**src/verilog/pwmeg_pkg.sv**
```systemverilog
// Purpose: constants and state type for pwm edge shaping and oring gate control
// Assumes: 100 MHz core clock, 256-tick switching period
// Notes: offsets are the register port addresses
package pwmeg_pkg;
    localparam int CLK_NS = 10;
    localparam int NUM_OUT = 7;
    localparam int NUM_EDGE = 14;
    // register addresses
    localparam logic [7:0] ADDR_MOD_LIMITS = 8'h2e;
    localparam logic [7:0] ADDR_ORING_THR = 8'h30;
    localparam logic [7:0] ADDR_LIGHT_LOAD = 8'h3b;
    localparam logic [7:0] ADDR_TIMING_LATCH = 8'h5d;
    localparam logic [7:0] ADDR_ADT_THR = 8'h68;
    localparam logic [7:0] ADDR_OFS_FIRST = 8'h69;
    localparam logic [7:0] ADDR_OFS_LAST = 8'h6f;
    // field positions
    localparam int LATCH_BIT = 0;
    localparam int MOD_HIGH_LSB = 0;
    localparam int MOD_LOW_LSB = 4;
    localparam int FAST_THR_LSB = 0;
    localparam int EN_THR_LSB = 4;
    localparam int OFS_W = 4;
    // one limit step is 1/16 of the period (16 ticks)
    localparam int LIMIT_STEP_SHIFT = 4;
    // rectifier outputs sit at output index 5 and 6
    localparam int SR_ONE = 5;
    localparam int SR_TWO = 6;
    // reset values
    localparam logic [7:0] RST_REG = 8'h00;
    // outputs blanked for one period while new timing is applied
    localparam int BLANK_NS = 2560;
    localparam logic [8:0] BLANK_CYC = 9'((BLANK_NS + CLK_NS - 1) / CLK_NS);
    // sense code for nominal 12 V output; arbitrary scaling
    localparam int NOM_CODE = 2000;
    localparam logic signed [12:0] EN_THR_M05 = -13'(NOM_CODE / 200);
    localparam logic signed [12:0] EN_THR_0 = 13'sd0;
    localparam logic signed [12:0] EN_THR_1 = 13'(NOM_CODE / 100);
    localparam logic signed [12:0] EN_THR_2 = 13'(NOM_CODE / 50);

    typedef struct packed {
        logic [7:0] modlim_sh;
        logic [7:0] modlim_act;
        logic [7:0] oring_thr;
        logic [7:0] light_thr;
        logic [7:0] adt_thr;
        logic [55:0] ofs_sh;
        logic [55:0] ofs_act;
        logic [7:0] phase;
        logic [8:0] blank;
        logic [111:0] pos;
        logic [6:0] skip;
        logic [6:0] pwm;
        logic light;
        logic gate_on;
        logic ov_hold;
        logic [7:0] rdata;
    } pwmeg_state_t;
endpackage : pwmeg_pkg

```
**src/verilog/pwmeg_top.sv**
```systemverilog
// Purpose: adaptive edge offsets, light-load shedding, modulation limits, oring gate
// Assumes: synchronous inputs, register port writes and reads in one cycle
// Notes: Contract
// Contract
// offsets only while modulation below threshold
// signed per-edge offset added to nominal
// rectifier outputs off below light-load threshold
// selected other outputs also shed
// light-load filter set selected in light load
// each edge kept within max/min limits
// limits are nominal plus/minus period percentage
// skip pulse when below minimum, if enabled
// gate off until start-up criteria met
// selected fault flags turn switch off
// fast comparator trip turns switch off
// accurate reverse voltage above zero disables
// forward drop above threshold enables switch
// four threshold settings of nominal voltage
// software uses accurate path in normal mode
// software uses line-sense fault in light load
// fast path first on internal short
// overvoltage: switch off, regulate local, re-enable
// timing takes effect on latch, outputs blanked
// threshold codes ascend through listed values
// clamping applied after adaptive offset
`timescale 1ns/100ps
`default_nettype none
module pwmeg_top (
    // clock and reset
    input wire logic core_clk,
    input wire logic rst,
    // register port
    input wire logic reg_wr,
    input wire logic reg_rd,
    input wire logic [7:0] reg_addr,
    input wire logic [7:0] reg_wdata,
    output logic [7:0] reg_rdata,
    // modulation and load
    input wire logic [7:0] modulation,
    input wire logic [7:0] load_current,
    input wire logic signed [7:0] mod_delta,
    input wire logic [13:0] mod_edge_mask,
    input wire logic [111:0] edge_nominal,
    input wire logic skip_enable,
    input wire logic [4:0] shed_select,
    // pwm outputs, index 5 and 6 are the rectifier drives
    output logic [6:0] pwm_out,
    output logic light_filter_select,
    // oring sense and faults
    input wire logic startup_ok,
    input wire logic [11:0] local_sense_voltage,
    input wire logic [11:0] downstream_sense_voltage,
    input wire logic fast_reverse_trip,
    input wire logic signed [11:0] secondary_current_sense_reverse,
    input wire logic [7:0] fault_flags,
    input wire logic [7:0] fault_select,
    input wire logic bus_overvoltage,
    output logic [3:0] fast_threshold,
    output logic regulate_local,
    // oring gate pin, open drain
    input wire logic gate_in,
    output logic gate_out,
    output logic gate_oe
);
    import pwmeg_pkg::*;

    pwmeg_state_t s_reg;
    pwmeg_state_t s_next;

    function automatic logic is_ofs(input logic [7:0] a);
        is_ofs = (a >= ADDR_OFS_FIRST) && (a <= ADDR_OFS_LAST);
    endfunction : is_ofs

    function automatic logic signed [12:0] en_thr(input logic [1:0] code);
        case (code)
            2'd0: en_thr = EN_THR_M05;
            2'd1: en_thr = EN_THR_0;
            2'd2: en_thr = EN_THR_1;
            default: en_thr = EN_THR_2;
        endcase
    endfunction : en_thr

    // clamp into [lo,hi] and into the period
    function automatic logic [7:0] clamp(input logic signed [10:0] v,
            input logic signed [10:0] lo, input logic signed [10:0] hi);
        logic signed [10:0] r;
        r = v;
        if (r > hi) r = hi;
        if (r < lo) r = lo;
        if (r < 0) r = '0;
        if (r > 11'sd255) r = 11'sd255;
        clamp = r[7:0];
    endfunction : clamp

    logic adapt;
    logic light_now;
    logic [111:0] edge_pos;
    logic [13:0] edge_low;

    assign adapt = modulation < s_reg.adt_thr;
    assign light_now = load_current < s_reg.light_thr;

    genvar e;
    generate
        for (e = 0; e < NUM_EDGE; e++) begin : g_edge
            logic signed [10:0] nom;
            logic signed [10:0] ofs;
            logic signed [10:0] md;
            logic signed [10:0] want;
            logic signed [10:0] hi;
            logic signed [10:0] lo;
            assign nom = {3'b000, edge_nominal[e*8 +: 8]};
            assign ofs = adapt ? 11'(signed'(s_reg.ofs_act[e*OFS_W +: OFS_W])) : '0;
            assign md = mod_edge_mask[e] ? 11'(mod_delta) : '0;
            assign want = nom + ofs + md;
            assign hi = nom + (11'(s_reg.modlim_act[MOD_HIGH_LSB +: 4]) << LIMIT_STEP_SHIFT);
            assign lo = nom - (11'(s_reg.modlim_act[MOD_LOW_LSB +: 4]) << LIMIT_STEP_SHIFT);
            // offset first, then clamp, so adaptive moves never escape the window
            assign edge_pos[e*8 +: 8] = clamp(want, lo, hi);
            assign edge_low[e] = want < lo;
        end
    endgenerate

    logic signed [12:0] fwd_drop;
    logic kill;
    assign fwd_drop = signed'({1'b0, local_sense_voltage}) - signed'({1'b0, downstream_sense_voltage});
    assign kill = fast_reverse_trip
        || (secondary_current_sense_reverse > 12'sd0)
        || (|(fault_flags & fault_select))
        || bus_overvoltage;

    always_comb begin
        logic [7:0] rise;
        logic [7:0] fall;
        logic shed;
        s_next = s_reg;
        rise = '0;
        fall = '0;
        shed = 1'b0;
        s_next.rdata = '0;
        // register port
        if (reg_wr) begin
            case (reg_addr)
                ADDR_MOD_LIMITS: s_next.modlim_sh = reg_wdata;
                ADDR_ORING_THR: s_next.oring_thr = reg_wdata;
                ADDR_LIGHT_LOAD: s_next.light_thr = reg_wdata;
                ADDR_ADT_THR: s_next.adt_thr = reg_wdata;
                default: begin
                    if (is_ofs(reg_addr))
                        s_next.ofs_sh[(reg_addr - ADDR_OFS_FIRST)*8 +: 8] = reg_wdata;
                end
            endcase
        end
        if (reg_rd) begin
            case (reg_addr)
                ADDR_MOD_LIMITS: s_next.rdata = s_reg.modlim_sh;
                ADDR_ORING_THR: s_next.rdata = s_reg.oring_thr;
                ADDR_LIGHT_LOAD: s_next.rdata = s_reg.light_thr;
                ADDR_ADT_THR: s_next.rdata = s_reg.adt_thr;
                default: begin
                    if (is_ofs(reg_addr))
                        s_next.rdata = s_reg.ofs_sh[(reg_addr - ADDR_OFS_FIRST)*8 +: 8];
                end
            endcase
        end
        // new timing goes live together; blank outputs meanwhile
        if (reg_wr && reg_addr == ADDR_TIMING_LATCH && reg_wdata[LATCH_BIT]) begin
            s_next.modlim_act = s_reg.modlim_sh;
            s_next.ofs_act = s_reg.ofs_sh;
            s_next.blank = BLANK_CYC;
        end else if (s_reg.blank != '0) begin
            s_next.blank = s_reg.blank - 9'd1;
        end
        // period counter; positions sampled at wrap so edges never move mid-cycle
        s_next.phase = s_reg.phase + 8'd1;
        if (s_reg.phase == 8'hff) begin
            s_next.pos = edge_pos;
            s_next.light = light_now;
            for (int k = 0; k < NUM_OUT; k++)
                s_next.skip[k] = skip_enable && (edge_low[2*k] || edge_low[2*k+1]);
        end
        for (int k = 0; k < NUM_OUT; k++) begin
            rise = s_reg.pos[(2*k)*8 +: 8];
            fall = s_reg.pos[(2*k+1)*8 +: 8];
            if (k == SR_ONE || k == SR_TWO)
                shed = s_reg.light;
            else
                shed = s_reg.light && shed_select[k];
            s_next.pwm[k] = (s_reg.blank == '0) && !s_reg.skip[k] && !shed
                && (s_reg.phase >= rise) && (s_reg.phase < fall);
        end
        // oring switch
        s_next.ov_hold = bus_overvoltage ? (s_reg.ov_hold || s_reg.gate_on) : 1'b0;
        if (!startup_ok) begin
            s_next.gate_on = 1'b0;
        end else if (kill) begin
            s_next.gate_on = 1'b0;
        end else if (s_reg.ov_hold) begin
            s_next.gate_on = 1'b1;
        end else if (fwd_drop > en_thr(s_reg.oring_thr[EN_THR_LSB +: 2])) begin
            s_next.gate_on = 1'b1;
        end
        if (rst) begin
            s_next = '0;
            s_next.modlim_sh = RST_REG;
            s_next.modlim_act = RST_REG;
            s_next.oring_thr = RST_REG;
            s_next.light_thr = RST_REG;
            s_next.adt_thr = RST_REG;
        end
    end

    always_ff @(posedge core_clk) begin
        s_reg <= s_next;
    end

    assign reg_rdata = s_reg.rdata;
    assign pwm_out = s_reg.pwm;
    assign light_filter_select = s_reg.light;
    assign fast_threshold = s_reg.oring_thr[FAST_THR_LSB +: 4];
    // pin reads back high until the external driver really pulls low
    assign regulate_local = !s_reg.gate_on || gate_in || bus_overvoltage;
    assign gate_out = 1'b0;
    assign gate_oe = s_reg.gate_on;
endmodule : pwmeg_top
`default_nettype wire

```
**config.mk**
```make
export PLATFORM = sky130hd
export DESIGN_NAME = pwmeg_top
export DESIGN_NICKNAME = d
export VERILOG_FILES = /design/src/verilog/pwmeg_pkg.sv /design/src/verilog/pwmeg_top.sv
export SDC_FILE = /design/constraint.sdc
export NUM_CORES = 2
export LEC_CHECK = 0
export ABC_AREA = 1
export BUFFER_PORTS_ARGS = -buffer_cell sky130_fd_sc_hd__buf_2
export CAP_MARGIN = 20
export CELL_PAD_IN_SITES_DETAIL_PLACEMENT = 1
export CELL_PAD_IN_SITES_GLOBAL_PLACEMENT = 1
export CORE_ASPECT_RATIO = 1.4
export CORE_MARGIN = 2
export CORE_UTILIZATION = 50
export CTS_CLUSTER_DIAMETER = 100
export DETAILED_ROUTE_END_ITERATION = 12
export PLACE_DENSITY_LB_ADDON = 0.3
export SYNTH_ARGS = -nofsm -noshare
export SYNTH_HDL_FRONTEND = slang
export SYNTH_SLANG_ARGS = --single-unit
export TNS_END_PERCENT = 5
```
**constraint.sdc**
```tcl
create_clock -name core_clk -period 12.31 [get_ports core_clk]
set_clock_uncertainty 0.2 [all_clocks]
set_input_delay 0.6155 -clock core_clk [delete_from_list [all_inputs] [get_ports core_clk]]
set_output_delay 0.6155 -clock core_clk [all_outputs]
set_load 0.01 [all_outputs]
```
==> Word-level counts from Yosys, hierarchy flattened <==
Cells that the tools add are included.
{ "word_totals": {"word_cells": 365, "inputBits": 232, "ff_bits": 306, "out_inout_bits": 23} }
{ "classes": {"n_addsub": 61, "n_shift": 3, "mux": 95, "bitwise": 5, "n_reduce_logical": 86, "n_lt_le_gt_ge": 90, "eq_ne": 8} }
{ "op_table": {"columns": ["operator", "count"], "rows": [
  ["2-to-1 mux 11 bit", 70],
  ["less-than comparator 11 x 9 -> 1 bit", 28],
  ["adder 11 bit", 14],
  ["adder 9 x 11 -> 11 bit", 14],
  ["> comparator 11 x 10 -> 1 bit", 14],
  ["> comparator 11 x 9 -> 1 bit, second input constant", 14],
  ["less-than comparator 11 x 1 -> 1 bit, second input constant", 14],
  ["adder 8 x 8 -> 9 bit", 14],
  ["subtractor 8 x 8 -> 9 bit", 14],
  ["2-to-1 mux 8 bit", 15],
  ["less-than comparator 8 bit", 9],
  ["bitwise mux 56 bit", 1],
  [">= comparator 8 bit", 7],
  ["variable shift 8 x 34 -> 56 bit, first input constant", 1],
  ["variable part select 56 x 33 -> 8 bit", 1],
  ["variable part select 8 x 34 -> 56 bit", 1],
  ["logical AND 1 bit", 43],
  ["2-to-1 mux 13 bit", 3],
  ["one-hot mux 13 bit (3 select lines)", 1],
  ["negation 32 -> 34 bit", 1],
  ["one-hot mux 8 bit (4 select lines)", 1],
  ["== test 8 x 6 -> 1 bit, second input constant", 3],
  ["2-to-1 mux 9 bit", 2],
  ["== test 8 x 7 -> 1 bit, second input constant", 2],
  ["26 further kinds", 61]
]} }

==> Depth between registers and ports, before layout <==
{ "depth": {"word_depth": 12, "depth_mapped": 46, "mapped_depth_nobuf": 44} }

==> Worst setup path before layout <==
No wires, ideal clock.
{ "synth_timing": {"kind": "input to register", "start": "input port modulation[7]", "end": "register s_reg[136] (netlist name)", "cell_stages": 39, "arrival_ps": 6952, "path_slack_ps": 5088, "cell_sequence": "ha_1 nand2_1 nor2_1 nand2_4 nand2_8 clkbuf_1 clkbuf_1 nor2_1 fa_1 ha_1 fa_1 nand3_1 nand3_1 a21oi_1 nor2_1 nor2_1 xor2_1 inv_1 [... 3 more ...] o211ai_1 ha_1 nand2_2 clkbuf_1 nand2_1 o21ai_0 ha_1 a21oi_1 o21ai_0 a211o_1 a21oi_1 nand2_1 nand2_1 buf_4 nand3_2 nand2_2 nand2_1 a21oi_1"} }
{ "synth_via": {"elab_chain_len": 12} }
{ "synth_lines": {"columns": ["item", "line", "text"], "rows": [
  ["from (decl)", "pwmeg_top.sv:39", "input wire logic [7:0] modulation,"],
  ["less-than comparator 8 bit *", "pwmeg_top.sv:100", "assign adapt = modulation < s_reg.adt_thr;"],
  ["2-to-1 mux 11 bit *", "pwmeg_top.sv:113", "assign ofs = adapt ? 11'(signed'(s_reg.ofs_act[e*OFS_W +: OFS_W])) : '0;"],
  ["adder 9 x 11 -> 11 bit *", "pwmeg_top.sv:115", "assign want = nom + ofs + md;"],
  ["adder 11 bit *", "pwmeg_top.sv:115", null],
  ["> comparator 11 x 10 -> 1 bit", "pwmeg_top.sv:88", "if (r > hi) r = hi;"],
  ["2-to-1 mux 11 bit *", "pwmeg_top.sv:88", null],
  ["less-than comparator 11 x 9 -> 1 bit", "pwmeg_top.sv:89", "if (r < lo) r = lo;"],
  ["2-to-1 mux 11 bit *", "pwmeg_top.sv:89", null],
  ["less-than comparator 11 x 1 -> 1 bit", "pwmeg_top.sv:90", "if (r < 0) r = '0;"],
  ["2-to-1 mux 11 bit *", "pwmeg_top.sv:90", null],
  ["> comparator 11 x 9 -> 1 bit", "pwmeg_top.sv:91", "if (r > 11'sd255) r = 11'sd255;"],
  ["2-to-1 mux 8 bit *", "pwmeg_top.sv:91", null],
  ["to (signal assigned)", "pwmeg_top.sv:214", "s_reg <= s_next;"],
  ["to (decl)", "pwmeg_top.sv:67", "pwmeg_state_t s_reg;"]
]} }
Mark *: on every way between the ends. The rest lies on a longest branch, timed or not.
A chain may end at the register's enable or synchronous reset.

==> Final worst setup path <==
{ "layout_timing": {"start": "register s_reg[273] (netlist name)", "end": "register s_reg[30] (netlist name)"} }
{ "layout_via": {"elab_chain_len": 12} }
{ "layout_lines": {"columns": ["item", "line"], "rows": [
  ["less-than comparator 8 bit *", "pwmeg_top.sv:100"],
  ["2-to-1 mux 11 bit *", "pwmeg_top.sv:113"],
  ["adder 9 x 11 -> 11 bit *", "pwmeg_top.sv:115"],
  ["adder 11 bit *", "pwmeg_top.sv:115"],
  ["> comparator 11 x 10 -> 1 bit", "pwmeg_top.sv:88"],
  ["2-to-1 mux 11 bit *", "pwmeg_top.sv:88"],
  ["less-than comparator 11 x 9 -> 1 bit", "pwmeg_top.sv:89"],
  ["2-to-1 mux 11 bit *", "pwmeg_top.sv:89"],
  ["less-than comparator 11 x 1 -> 1 bit", "pwmeg_top.sv:90"],
  ["2-to-1 mux 11 bit *", "pwmeg_top.sv:90"],
  ["> comparator 11 x 9 -> 1 bit", "pwmeg_top.sv:91"],
  ["2-to-1 mux 8 bit *", "pwmeg_top.sv:91"]
]} }
Marks and branches as above.

==> flow_summary.ini <==
[status]
status = complete, no violations

[run]
cap_violations = 0

[power]
p_leak_nw = 25.1
power_density_mw_per_mm2 = 104
ir_drop_mv = 0.0904

[finish]
largest_reg_flops = 285
fillers = 11700
nets = 7703
areaGrowthSynthToFinish_pct = 8.32
drive_above_1_share = 0.0737

[synth]
yosys_register_bits = 306
synth_cell_types = 71
synth_flop_cell = dfxtp_1
ys_seq_area_frac = 0.142
ys_top_cells_by_count = inv_1, nand2_1, ha_1, a21oi_1, o21ai_0
yosysTopAreaCell = ha_1
syn_area_mm2 = 0.0431
synth-edff-count = 0
avgSynthCellArea_um2 = 6.78
ys_async_sr_fraction = 0
syn_nets = 7525
yosysMostFrequentCell = inv_1
synth.area.top_cells = ha_1, dfxtp_1, inv_1
synthCells = 6361
synth_top_area_share = 0.246
yosys_warnings = 0

[critical_path]
r2r_start = s_reg[273]
cp_slowest_cell = nor2_1
criticalPathCategory = flop to flop
arrival_ns = 8.95
crit_path_end_kind = flop
cpMostUsedCell = nand2_1
slowest_delay_ns = 0.64
required_ns = 12.61
reg2reg_to = s_reg[30]
worstSetupStartpointType = flop
r2r_slack_ns = 3.66
path_max_fanout = 26
r2r_cells = 39

[sta]
slew_headroom = 0.238
finalCritPeriodShare = 0.703
tightest_slew_ns = 1.13
setup_viol = 0
hold_viol = 0
fmax_mhz = 116
fin_crit_ns = 8.65
drv_slew = 0
fin_setup_tns_ns = 0
rsz0062_at_grt = no
whs_ns = 0.141

[floorplanning]
dieHeight_um = 352
fp-row-count = 127
ioPinCount = 255
dieWidth_um = 252
start_util = 0.505
core_area_mm2 = 0.0855
die_area_mm2 = 0.0887

[drt]
drt_pass1_iterations = 8
routed_wl_mm = 162
ant_nets = 0
wl_per_cell_um = 21.1
post_drt_via_cell_ratio = 5.86
dr_total_vias = 45000
drc = 0
dr.first_iter.drc_count = 2318

[grt]
grt_pass1_wl_mm = 250
overflow = 0
antenna_found_initial = 11
grt_pass1_vias = 47000
grt_max_degree = 107
grt_usage = 0.356

[cts]
insertion_delay_ns = 0.59
cts_tree = yes
post-cts-setup-buffers = 0
root_buffer = clkbuf_16
clockBufferDepth = 3
htree_levels = 2
path_clk_slew_ns = 0.06
postCtsHoldBufs = 0
cts_sinks = 306
post_cts_resize_count = 0
numCtsBuffers = 39

[min_path]
min_path_type = primary input to flop
holdPathStages = 3
min_from = bus_overvoltage
min_to = s_reg[8]

[placed_design]
dp_hpwl_mm = 126
routabilityCongestion = 0.945
portBuffers = 253
-- per-stage QoR --
step	util	power, mW	worst slack [ns]	std cells	area (um2)
global route	0.546	5.27	3.05	7673	46700
global placement	0.530	3.50	4.04	7591	45300
CTS	0.546	4.85	3.89	7665	46700
finish	0.547	4.87	3.66	7675	46700
detailed placement	0.530	3.62	3.78	7593	45300
floorplan	-	2.92	5.09	6361	43100
-- power breakdown --
group	switching (mW)	total, mW	internal [mW]
logic	1.73	2.64	0.912
clock network	0.501	1.21	0.706
registers	0.0131	1.02	1.01
total	2.24	4.87	2.62
-- cell families (layout without fill, tap and decap cells) --
family / count (synthesis) / after routing / synth area share
xor gates and xnor gates: 226 / 226 / 0.0459
DFF: 306 / 306 / 0.142
and+or+nand+nor: 2066 / 2066 / 0.214
buffers and inverters: 1393 / 1602 / 0.125
AOI/OAI and AO/OA: 1436 / 1436 / 0.188
muxes: 1 / 1 / 0.000261
other: 1 / 10 / 0.0000869
adders and majority gates: 932 / 932 / 0.285
-- per-layer routing --
metal / vias up / GRT usage / share of wire
met5: - / 0 / 0.00017
met4: 4 / 0.214 / 0.068
met3: 497 / 0.0468 / 0.050
met2: 1271 / 0.643 / 0.49
met1: 21700 / 0.399 / 0.39
li1: 21500 / - / -
-- placed cells by master, fill, tap and decap left out, types with 15 or more instances in the layout --
cell	count
a21boi_0	16
a21o_1	15
fa_1	85
o211ai_1	23
xor2_1	182
nand2_2	20
o21a_1	42
buf_4	36
inv_1	1224
nor2_1	186
a211oi_1	26
xnor2_1	44
nand3_1	404
ha_1	847
nand4_1	108
a31oi_1	28
or2_2	29
nand2_1	1171
nor3_1	63
o21bai_1	94
a21oi_1	581
clkbuf_16	39
o221ai_1	16
dfxtp_1	300
o21ai_0	525
nor4_1	15
buf_2	255
-- layout make-up --
class	count	area (um2)	share of cell area
timing repair buffer	292	1550	0.0333
clock buffer	59	1160	0.0249
sequential	306	6130	0.131
clock inverter	13	193	0.00412
tap	1096	1370	0.0293
multi-input combinational	4662	31600	0.677
antenna	9	22.5	0.000482
inverter	1238	4650	0.0996
-- critical path: cells and delay by family (launching register included) --
family          cells  cell delay (ns)
compound gates      9             1.50
xor+xnor            2             0.45
fa+ha+maj           6             1.86
buf+inv             6             1.06
flops               1             0.35
simple gates       16             3.05
-- worst max-delay path by stage --
stage	from	slack, ns	to
finish	s_reg[273]	3.66	s_reg[30]
global placement	modulation[5]	4.04	s_reg[33]
CTS	s_reg[273]	3.89	s_reg[30]
detailed placement	modulation[7]	3.78	s_reg[30]
floorplan	modulation[7]	5.09	s_reg[136]
global route	s_reg[273]	3.05	s_reg[25]
(Power assumes the default switching activity.)
